==> src/gpio_ports_regs.svh <==
// Register offsets, field positions, reset values and sync depth for the GPIO ports.
// Assumes an 8-bit register file reached by a core-side address with a bank number.
`ifndef GPIO_PORTS_REGS_SVH
`define GPIO_PORTS_REGS_SVH

`define PULLUP_CONTROL_OFS   8'h10
`define FIRST_DIR_OFS        8'h11
`define FIRST_DATA_OFS       8'h12
`define PERIPH_FLAGS_OFS     8'h16
`define PERIPH_ENABLES_OFS   8'h17
`define SECOND_DIR_OFS       8'h10
`define SECOND_DATA_OFS      8'h11
`define BANK_ZERO            4'h0
`define BANK_ONE             4'h1
`define PULLUP_N_BIT         7
`define CHANGE_FLAG_BIT      7
`define DIR_RESET            8'hFF
`define FLAGS_RESET          8'h02
`define ENABLES_RESET        8'h00
`define SYNC_STAGES          2

`endif

==> src/gpio_ports_pkg.sv <==
// Types shared by the GPIO port files.
// Assumes nothing of its surroundings.
package gpio_ports_pkg;
	typedef enum logic [1:0] {
		MODE_MICROPROCESSOR,
		MODE_EXTENDED,
		MODE_MICROCONTROLLER,
		MODE_PROTECTED
	} proc_mode_t;

	typedef enum logic [1:0] {
		REG_NONE,
		REG_FIRST,
		REG_SECOND,
		REG_CONTROL
	} reg_group_t;
endpackage : gpio_ports_pkg

==> src/pin_sync.sv <==
// Two-stage synchroniser for a bank of pin inputs.
// Assumes the pins are asynchronous to ref_clk.
module pin_sync #(
	parameter int WIDTH = 8
) (
	input  wire logic             ref_clk,
	input  wire logic             rst_n,
	input  wire logic [WIDTH-1:0] pin_async,
	output logic      [WIDTH-1:0] pin_sync_out
);
	logic [WIDTH-1:0] meta_reg;

	// The first stage feeds only the second one.
	always_ff @(posedge ref_clk or negedge rst_n) begin
		if (!rst_n) begin
			meta_reg     <= '0;
			pin_sync_out <= '0;
		end else begin
			meta_reg     <= pin_async;
			pin_sync_out <= meta_reg;
		end
	end
endmodule : pin_sync

==> src/port_pin_bank.sv <==
// One 8-bit bidirectional port: direction, latch, synchronised pin read.
// Assumes the core writes its registers with one-cycle strobes.
`include "gpio_ports_regs.svh"
module port_pin_bank
	import gpio_ports_pkg::*;
#(
	parameter int WIDTH = 8
) (
	input  wire logic             ref_clk,
	input  wire logic             rst_n,
	input  wire logic             dir_wr,
	input  wire logic             data_wr,
	input  wire logic [WIDTH-1:0] wr_data,
	input  wire logic [WIDTH-1:0] pin_in,
	output logic      [WIDTH-1:0] direction_reg,
	output logic      [WIDTH-1:0] latch_reg,
	output logic      [WIDTH-1:0] pin_level
);
	// Direction resets to all inputs so nothing is driven before software decides.
	always_ff @(posedge ref_clk or negedge rst_n) begin
		if (!rst_n) begin
			direction_reg <= WIDTH'(`DIR_RESET);
		end else if (dir_wr) begin
			direction_reg <= wr_data;
		end
	end

	// The latch takes writes only; reads come from the pins.
	always_ff @(posedge ref_clk or negedge rst_n) begin
		if (!rst_n) begin
			latch_reg <= '0;
		end else if (data_wr) begin
			latch_reg <= wr_data;
		end
	end

	pin_sync #(.WIDTH(WIDTH)) u_sync (
		.ref_clk      (ref_clk),
		.rst_n        (rst_n),
		.pin_async    (pin_in),
		.pin_sync_out (pin_level)
	);
endmodule : port_pin_bank

==> src/pin_change_gpio_ports.sv <==
// Two general purpose ports: pull-ups and change detect on the first, bus handover on the second.
// Assumes a core register port with bank select; pads resolve in/out/enable.
`include "gpio_ports_regs.svh"
module pin_change_gpio_ports
	import gpio_ports_pkg::*;
#(
	parameter int WIDTH = 8
) (
	input  wire logic             ref_clk,
	input  wire logic             rst_n,
	input  wire logic [3:0]       bank_selector,
	input  wire logic [7:0]       reg_addr,
	input  wire logic             reg_wr,
	input  wire logic             reg_rd,
	input  wire logic [7:0]       reg_wdata,
	output logic      [7:0]       reg_rdata,
	input  wire logic [1:0]       proc_mode,
	input  wire logic             sleep_active,
	output logic                  wake_request,
	output logic                  pin_change_irq,
	input  wire logic [6:0]       other_flags_in,
	input  wire logic [WIDTH-1:0] first_pin_in,
	output logic      [WIDTH-1:0] first_pin_out,
	output logic      [WIDTH-1:0] first_pin_oe,
	output logic      [WIDTH-1:0] first_pullup_on,
	input  wire logic [WIDTH-1:0] second_pin_in,
	output logic      [WIDTH-1:0] second_pin_out,
	output logic      [WIDTH-1:0] second_pin_oe,
	input  wire logic             bus_active,
	input  wire logic             bus_drive,
	input  wire logic [7:0]       bus_low_byte_out,
	output logic      [7:0]       bus_low_byte_in,
	input  wire logic             pulse_one_on,
	input  wire logic             pulse_two_on,
	input  wire logic             serial_on,
	input  wire logic             pulse_out_one,
	input  wire logic             pulse_out_two,
	input  wire logic             serial_clock_out,
	input  wire logic             serial_clock_drive,
	input  wire logic             serial_data_out,
	output logic                  capture_in_one,
	output logic                  capture_in_two,
	output logic                  timer_one_two_ext_clock,
	output logic                  timer_three_ext_clock,
	output logic                  serial_clock_in
);
	logic             pullup_enable_n_reg;
	logic [6:0]       flags_low_reg;
	logic             pin_change_flag_reg;
	logic [7:0]       enables_reg;
	logic [WIDTH-1:0] first_dir;
	logic [WIDTH-1:0] first_latch;
	logic [WIDTH-1:0] first_level;
	logic [WIDTH-1:0] second_dir;
	logic [WIDTH-1:0] second_latch;
	logic [WIDTH-1:0] second_level;
	logic [WIDTH-1:0] mismatch;
	logic             any_mismatch;
	logic             bus_mode;
	logic [WIDTH-1:0] periph_own;
	logic [WIDTH-1:0] periph_val;
	logic [7:0]       reg_rdata_next;
	reg_group_t       wr_group;

	// Bank-aware decode used for both reads and writes.
	function automatic logic hit(input logic [3:0] bank, input logic [7:0] addr,
		input logic [3:0] want_bank, input logic [7:0] want_addr);
		hit = (bank == want_bank) && (addr == want_addr);
	endfunction : hit

	// The first port data address is unbanked.
	logic wr_first_dir;
	logic wr_first_data;
	logic wr_second_dir;
	logic wr_second_data;
	logic wr_pullup;
	logic wr_flags;
	logic wr_enables;

	assign wr_first_dir   = reg_wr && hit(bank_selector, reg_addr, `BANK_ZERO, `FIRST_DIR_OFS);
	assign wr_first_data  = reg_wr && (reg_addr == `FIRST_DATA_OFS);
	assign wr_second_dir  = reg_wr && hit(bank_selector, reg_addr, `BANK_ONE, `SECOND_DIR_OFS);
	assign wr_second_data = reg_wr && hit(bank_selector, reg_addr, `BANK_ONE, `SECOND_DATA_OFS);
	assign wr_pullup      = reg_wr && hit(bank_selector, reg_addr, `BANK_ZERO, `PULLUP_CONTROL_OFS);
	assign wr_flags       = reg_wr && hit(bank_selector, reg_addr, `BANK_ONE, `PERIPH_FLAGS_OFS);
	assign wr_enables     = reg_wr && hit(bank_selector, reg_addr, `BANK_ONE, `PERIPH_ENABLES_OFS);

	always_comb begin
		if (wr_first_dir || wr_first_data) begin
			wr_group = REG_FIRST;
		end else if (wr_second_dir || wr_second_data) begin
			wr_group = REG_SECOND;
		end else if (wr_pullup || wr_flags || wr_enables) begin
			wr_group = REG_CONTROL;
		end else begin
			wr_group = REG_NONE;
		end
	end

	port_pin_bank #(.WIDTH(WIDTH)) u_first (
		.ref_clk       (ref_clk),
		.rst_n         (rst_n),
		.dir_wr        (wr_first_dir),
		.data_wr       (wr_first_data),
		.wr_data       (reg_wdata),
		.pin_in        (first_pin_in),
		.direction_reg (first_dir),
		.latch_reg     (first_latch),
		.pin_level     (first_level)
	);

	port_pin_bank #(.WIDTH(WIDTH)) u_second (
		.ref_clk       (ref_clk),
		.rst_n         (rst_n),
		.dir_wr        (wr_second_dir),
		.data_wr       (wr_second_data),
		.wr_data       (reg_wdata),
		.pin_in        (second_pin_in),
		.direction_reg (second_dir),
		.latch_reg     (second_latch),
		.pin_level     (second_level)
	);

	// Reset always re-arms the pull-ups, whatever the reset source.
	always_ff @(posedge ref_clk or negedge rst_n) begin
		if (!rst_n) begin
			pullup_enable_n_reg <= 1'b0;
		end else if (wr_pullup) begin
			pullup_enable_n_reg <= reg_wdata[`PULLUP_N_BIT];
		end
	end

	always_ff @(posedge ref_clk or negedge rst_n) begin
		if (!rst_n) begin
			enables_reg <= `ENABLES_RESET;
		end else if (wr_enables) begin
			enables_reg <= reg_wdata;
		end
	end

	// Low flag bits belong to other peripherals; they are OR-set here and cleared by writes.
	always_ff @(posedge ref_clk or negedge rst_n) begin
		if (!rst_n) begin
			flags_low_reg <= 7'(`FLAGS_RESET);
		end else if (wr_flags) begin
			flags_low_reg <= reg_wdata[6:0] | other_flags_in;
		end else begin
			flags_low_reg <= flags_low_reg | other_flags_in;
		end
	end

	// Synchronised samples make the compare safe to run every cycle.
	assign mismatch     = first_dir & (first_level ^ first_latch);
	assign any_mismatch = |mismatch;

	// Set beats clear, so a persisting mismatch cannot be cleared away.
	always_ff @(posedge ref_clk or negedge rst_n) begin
		if (!rst_n) begin
			pin_change_flag_reg <= 1'b0;
		end else if (any_mismatch) begin
			pin_change_flag_reg <= 1'b1;
		end else if (wr_flags) begin
			pin_change_flag_reg <= reg_wdata[`CHANGE_FLAG_BIT];
		end
	end

	assign pin_change_irq = pin_change_flag_reg & enables_reg[`CHANGE_FLAG_BIT];
	assign wake_request   = sleep_active & pin_change_irq;

	// Pull-up only on input pins, and only while the shared control is low.
	always_ff @(posedge ref_clk or negedge rst_n) begin
		if (!rst_n) begin
			first_pullup_on <= '0;
		end else begin
			first_pullup_on <= {WIDTH{~pullup_enable_n_reg}} & first_dir;
		end
	end

	// Peripheral ownership of first-port pins; direction bits are overridden.
	always_comb begin
		periph_own    = '0;
		periph_val    = '0;
		periph_own[2] = pulse_one_on;
		periph_val[2] = pulse_out_one;
		periph_own[3] = pulse_two_on;
		periph_val[3] = pulse_out_two;
		periph_own[6] = serial_on & serial_clock_drive;
		periph_val[6] = serial_clock_out;
		periph_own[7] = serial_on;
		periph_val[7] = serial_data_out;
	end

	always_ff @(posedge ref_clk or negedge rst_n) begin
		if (!rst_n) begin
			first_pin_out <= '0;
			first_pin_oe  <= '0;
		end else begin
			first_pin_oe  <= periph_own | ~first_dir;
			first_pin_out <= (periph_own & periph_val) | (~periph_own & first_latch);
		end
	end

	// Input functions read the synchronised pin level, even if the pin is an output.
	always_ff @(posedge ref_clk or negedge rst_n) begin
		if (!rst_n) begin
			capture_in_one          <= 1'b0;
			capture_in_two          <= 1'b0;
			timer_one_two_ext_clock <= 1'b0;
			timer_three_ext_clock   <= 1'b0;
			serial_clock_in         <= 1'b0;
		end else begin
			capture_in_one          <= first_level[0];
			capture_in_two          <= first_level[1];
			timer_one_two_ext_clock <= first_level[4];
			timer_three_ext_clock   <= first_level[5];
			serial_clock_in         <= first_level[6];
		end
	end

	assign bus_mode = (proc_mode == MODE_MICROPROCESSOR) || (proc_mode == MODE_EXTENDED);

	// The external bus controller owns the second port in the two bus modes.
	always_ff @(posedge ref_clk or negedge rst_n) begin
		if (!rst_n) begin
			second_pin_out <= '0;
			second_pin_oe  <= '0;
		end else if (bus_mode) begin
			second_pin_out <= bus_low_byte_out;
			second_pin_oe  <= {WIDTH{bus_active & bus_drive}};
		end else begin
			second_pin_out <= second_latch;
			second_pin_oe  <= ~second_dir;
		end
	end

	always_ff @(posedge ref_clk or negedge rst_n) begin
		if (!rst_n) begin
			bus_low_byte_in <= '0;
		end else begin
			bus_low_byte_in <= second_level;
		end
	end

	// Read mux; unmapped addresses read zero. Reserved pull-up bits read zero too.
	always_comb begin
		reg_rdata_next = 8'h00;
		if (reg_addr == `FIRST_DATA_OFS) begin
			reg_rdata_next = first_level;
		end else if (hit(bank_selector, reg_addr, `BANK_ZERO, `PULLUP_CONTROL_OFS)) begin
			reg_rdata_next = {pullup_enable_n_reg, 7'h00};
		end else if (hit(bank_selector, reg_addr, `BANK_ZERO, `FIRST_DIR_OFS)) begin
			reg_rdata_next = first_dir;
		end else if (hit(bank_selector, reg_addr, `BANK_ONE, `SECOND_DIR_OFS)) begin
			reg_rdata_next = second_dir;
		end else if (hit(bank_selector, reg_addr, `BANK_ONE, `SECOND_DATA_OFS)) begin
			reg_rdata_next = second_level;
		end else if (hit(bank_selector, reg_addr, `BANK_ONE, `PERIPH_FLAGS_OFS)) begin
			reg_rdata_next = {pin_change_flag_reg, flags_low_reg};
		end else if (hit(bank_selector, reg_addr, `BANK_ONE, `PERIPH_ENABLES_OFS)) begin
			reg_rdata_next = enables_reg;
		end
	end

	always_ff @(posedge ref_clk or negedge rst_n) begin
		if (!rst_n) begin
			reg_rdata <= 8'h00;
		end else if (reg_rd) begin
			reg_rdata <= reg_rdata_next;
		end
	end
endmodule : pin_change_gpio_ports

==> config.mk <==
export PLATFORM = sky130hd
export DESIGN_NAME = pin_change_gpio_ports
export DESIGN_NICKNAME = d
export VERILOG_FILES = /design/src/gpio_ports_pkg.sv /design/src/pin_sync.sv /design/src/port_pin_bank.sv /design/src/pin_change_gpio_ports.sv
export VERILOG_INCLUDE_DIRS = /design/src
export SDC_FILE = /design/constraint.sdc
export NUM_CORES = 1
export LEC_CHECK = 0
export BUFFER_PORTS_ARGS = -buffer_cell sky130_fd_sc_hd__buf_4
export CORE_MARGIN = 5
export CORE_UTILIZATION = 48
export CTS_CLUSTER_DIAMETER = 150
export DETAILED_ROUTE_END_ITERATION = 6
export PLACE_DENSITY = 0.79
export SETUP_SLACK_MARGIN = 0.4
export SYNTH_ARGS = -nofsm -noshare
export SYNTH_HDL_FRONTEND = slang
export SYNTH_HIERARCHICAL = 1
export SYNTH_SLANG_ARGS = --single-unit
export TNS_END_PERCENT = 50
==> constraint.sdc <==
create_clock -name ref_clk -period 1.2 [get_ports ref_clk]
set_clock_uncertainty 0.05 [all_clocks]
set_input_delay 0.24 -clock ref_clk [delete_from_list [all_inputs] [get_ports ref_clk]]
set_output_delay 0.24 -clock ref_clk [all_outputs]
set_load 0.03 [all_outputs]
==> impl_metrics.yaml <==
routing:
  vias_per_cell: 5.501
  drc: 0
  postRouteAntennaNets: 0
  routedWlPerCell_um: 21.41
  vias: 4285
  wirelength_um: 16680
  first_pass_iters: 5
  drtIter0Drc: 343
synth:
  seq_area_frac_synth: 0.6499
  yosysTopAreaCell: "dfrtp_1"
  synth_cell_types: 46
  synth_edf_count: 0
  post-synth-top-count-cell: "dfrtp_1"
  synthArstFlopShare: 1.000
  syn-num-nets: 452
  synthesis.area_um2: 5500
  ys.flop_type: "dfrtp_1"
  synth-seq-cells: 142
  ys_warn_count: 6
  synthTopCellsByArea: "dfrtp_1 (57%), mux2_4 (8.7%), dfstp_2 (8.1%)"
  synth_cells: 384
  syn_avg_cell_area_um2: 14.32
  synth.top_cell.area_share: 0.5687
  ys_top_cells_by_count: "dfrtp_1 (125), mux2_4 (32), dfstp_2 (17)"
floorplan:
  start_util: 0.4859
  dieArea_um2: 13700
  die_y_um: 117.0
  core_um2: 11320
  die_w_um: 117.0
  num_rows: 39
  boundaryPins: 131
worst_setup_path:
  crit_type: "primary input to flop"
  crit_chain: "buf_6 -> or4b_4 -> buf_6 -> nor2_4 -> nand2_2 -> nor4_2 -> buf_4 -> mux2_4"
  critPathSlowestCell: "or4b_4"
  cp_max_fo: 8
  cp.required_ns: 1.50
  critPathMaxStageDelay_ns: 0.55
  startpoint_type: "primary input"
  path_buf_inv: 3
  cp_top_family: "simple AND/OR/NAND/NOR gates"
  worstSetupEndpointType: "flop"
  critical_path_arrival_ns: 2.09
  r2r_slack_ns: -0.30
  path_common_cell: "buf_6"
clocking:
  ctsHtreeMaxLevel: 4
  cts.clk_slew.worst_paths_ns: 0.06
  cts_tree: "done"
  clk_path_buf_depth: 2
  clk_latency_ns: 0.43
  cts-root-buf: "clkbuf_16"
  cts_hold_buf: 26
  cts_sinks: 142
  cts_made_buffers: 17
global_route:
  grt_usage: 0.2467
  grt_pass1_vias: 4553
  use_met3: 0.06632
  grt_max_degree: 33
  grt-ovfl-total: 0
  antenna_found_initial: 0
  met1_usage: 0.2965
  groute.layer.met2.usage: 0.4164
  top_usage_layer: "met2"
  grt_pass1_wl_um: 24780
outcome:
  status: "complete, but fails checks"
  violations: "negative hold slack, negative setup slack"
power_and_ir_drop:
  ir_worst_vdd_uv: 1102
  p_leak_nw: 4.030
  p_total_mw: 12.01
  p_per_area_nw_per_um2: 1354
sta:
  max_slew_margin: 0.6479
  tightest_slew_ns: 0.5267
  timing.final.crit_share: 1.489
  whs_ns: -0.3393
  hold_violations: 137
  maxSlewViolCount: 0
  period_needed_ns: 1.787
  rsz0062_at_grt: "true"
  setup_ws_ns: -0.5873
  setup_viol: 120
  fmax_ghz: 0.5595
final_layout:
  layout.filler_cells: 616
  synthToLayoutAreaGrowth_pct: 61.28
  layout.nets: 691
  drive_above_1_share: 0.5802
  multiInputGateArea_um2: 2123
  utilization: 0.7836
  diodes: 0
  seqCellArea_um2: 3575
placed_design:
  io_buffers: 129
  gp_congestion: 0.8876
  pre_cts_ws_ns: -1.028
  place_hpwl_um: 10470
worst_hold_path:
  hp-class: "primary input to async pin"
flow_run:
  cap_violations: 0
==> cell usage in the layout (no fill, tap or decap), types with 3 or more instances in the layout <==
cell	instances
dfrtp_1	125
buf_4	111
buf_6	94
mux2_4	53
dlygate4sd3_1	26
clkbuf_16	17
dfstp_2	17
a21oi_1	16
o21ai_2	14
nor2b_1	10
and2_1	9
a221oi_1	8
a31oi_1	8
nand3_2	7
nand3b_1	7
o32a_1	7
buf_12	7
nor2_1	6
nor3_1	6
xor2_1	6
clkinvlp_4	5
bufinv_16	5
inv_2	4
o31ai_2	4
nor2b_4	3
nor2_4	3
inv_1	3
nand3_1	3
o31ai_1	3
inv_6	3
==> layer usage <==
| layer | vias up | part of all wire |
|---|---|---|
| met5 | - | 0 |
| met4 | 0 | 0.033 |
| met3 | 46 | 0.063 |
| met2 | 194 | 0.53 |
| met1 | 2180 | 0.38 |
| li1 | 1865 | - |
==> cell families (layout without fill, tap and decap cells) <==
| kind of cell | after synthesis | after routing | share of synthesized area |
|---|---|---|---|
| flip-flops | 142 | 142 | 0.6499 |
| AND/OR/NAND/NOR | 83 | 83 | 0.09258 |
| AO/OA/AOI/OAI | 70 | 70 | 0.08622 |
| multiplexers | 54 | 54 | 0.1322 |
| buffers and inverters | 27 | 279 | 0.02639 |
| XOR/XNOR | 8 | 8 | 0.01274 |
==> power by group <==
group	internal (mW)	switching, mW	total (mW)
Clock	3.76	2.05	5.81
Combinational	0.588	0.584	1.17
Sequential	4.94	0.0879	5.03
==> through the flow <==
step,hold slack (ns),setup TNS [ns],area (um2),std cells
6_report,-0.3393,-31.14,8871,779
5_1_grt,-0.3336,-34.92,8871,779
4_1_cts,-0.3501,-31.94,8648,775
3_5_place_dp,0.1056,-53.08,7169,706
3_3_place_gp,0.1014,-51.88,7169,706
2_1_floorplan,-0.1056,-45.62,5538,384
==> worst paths after layout <==
check,endpoint,start,cells after the start
setup / recovery,u_second/direction_reg[4],reg_addr[3],8
hold / removal,u_first/u_sync/meta_reg[0],rst_n,1
setup reg to reg,pin_change_flag_reg,u_first/u_sync/pin_sync_out[0],5
hold reg to reg,u_first/u_sync/pin_sync_out[5],u_first/u_sync/meta_reg[5],0
max in group asynchronous,u_second/direction_reg[6],rst_n,2
min in group ref_clk,second_pin_out[0],bus_low_byte_out[0],2
==> worst register-to-register path, cell delays in order, from the launching register on <==
cell	delay, ns
dfrtp_1	0.39
xnor2_1	0.28
o22ai_1	0.16
a221oi_2	0.24
buf_4	0.17
nand4_1	0.09
==> repair_timing <==
item                                    in CTS  in global routing
resized for setup                          140                 42
pin swaps                                   21                 24
endpoints found under the setup margin     156                156
hold endpoints to repair                   169                 45
setup buffers                               11                  4
==> cell type report <==
class | instances | area share
repair buffers | 239 | 0.2601
inverters | 8 | 0.003808
flip-flops and latches | 142 | 0.4030
multi-input cells | 215 | 0.2394
clock buffers | 20 | 0.05035
well taps | 143 | 0.02017
clock inverters | 12 | 0.02327
Note: power is estimated with default switching activity, not from simulation.
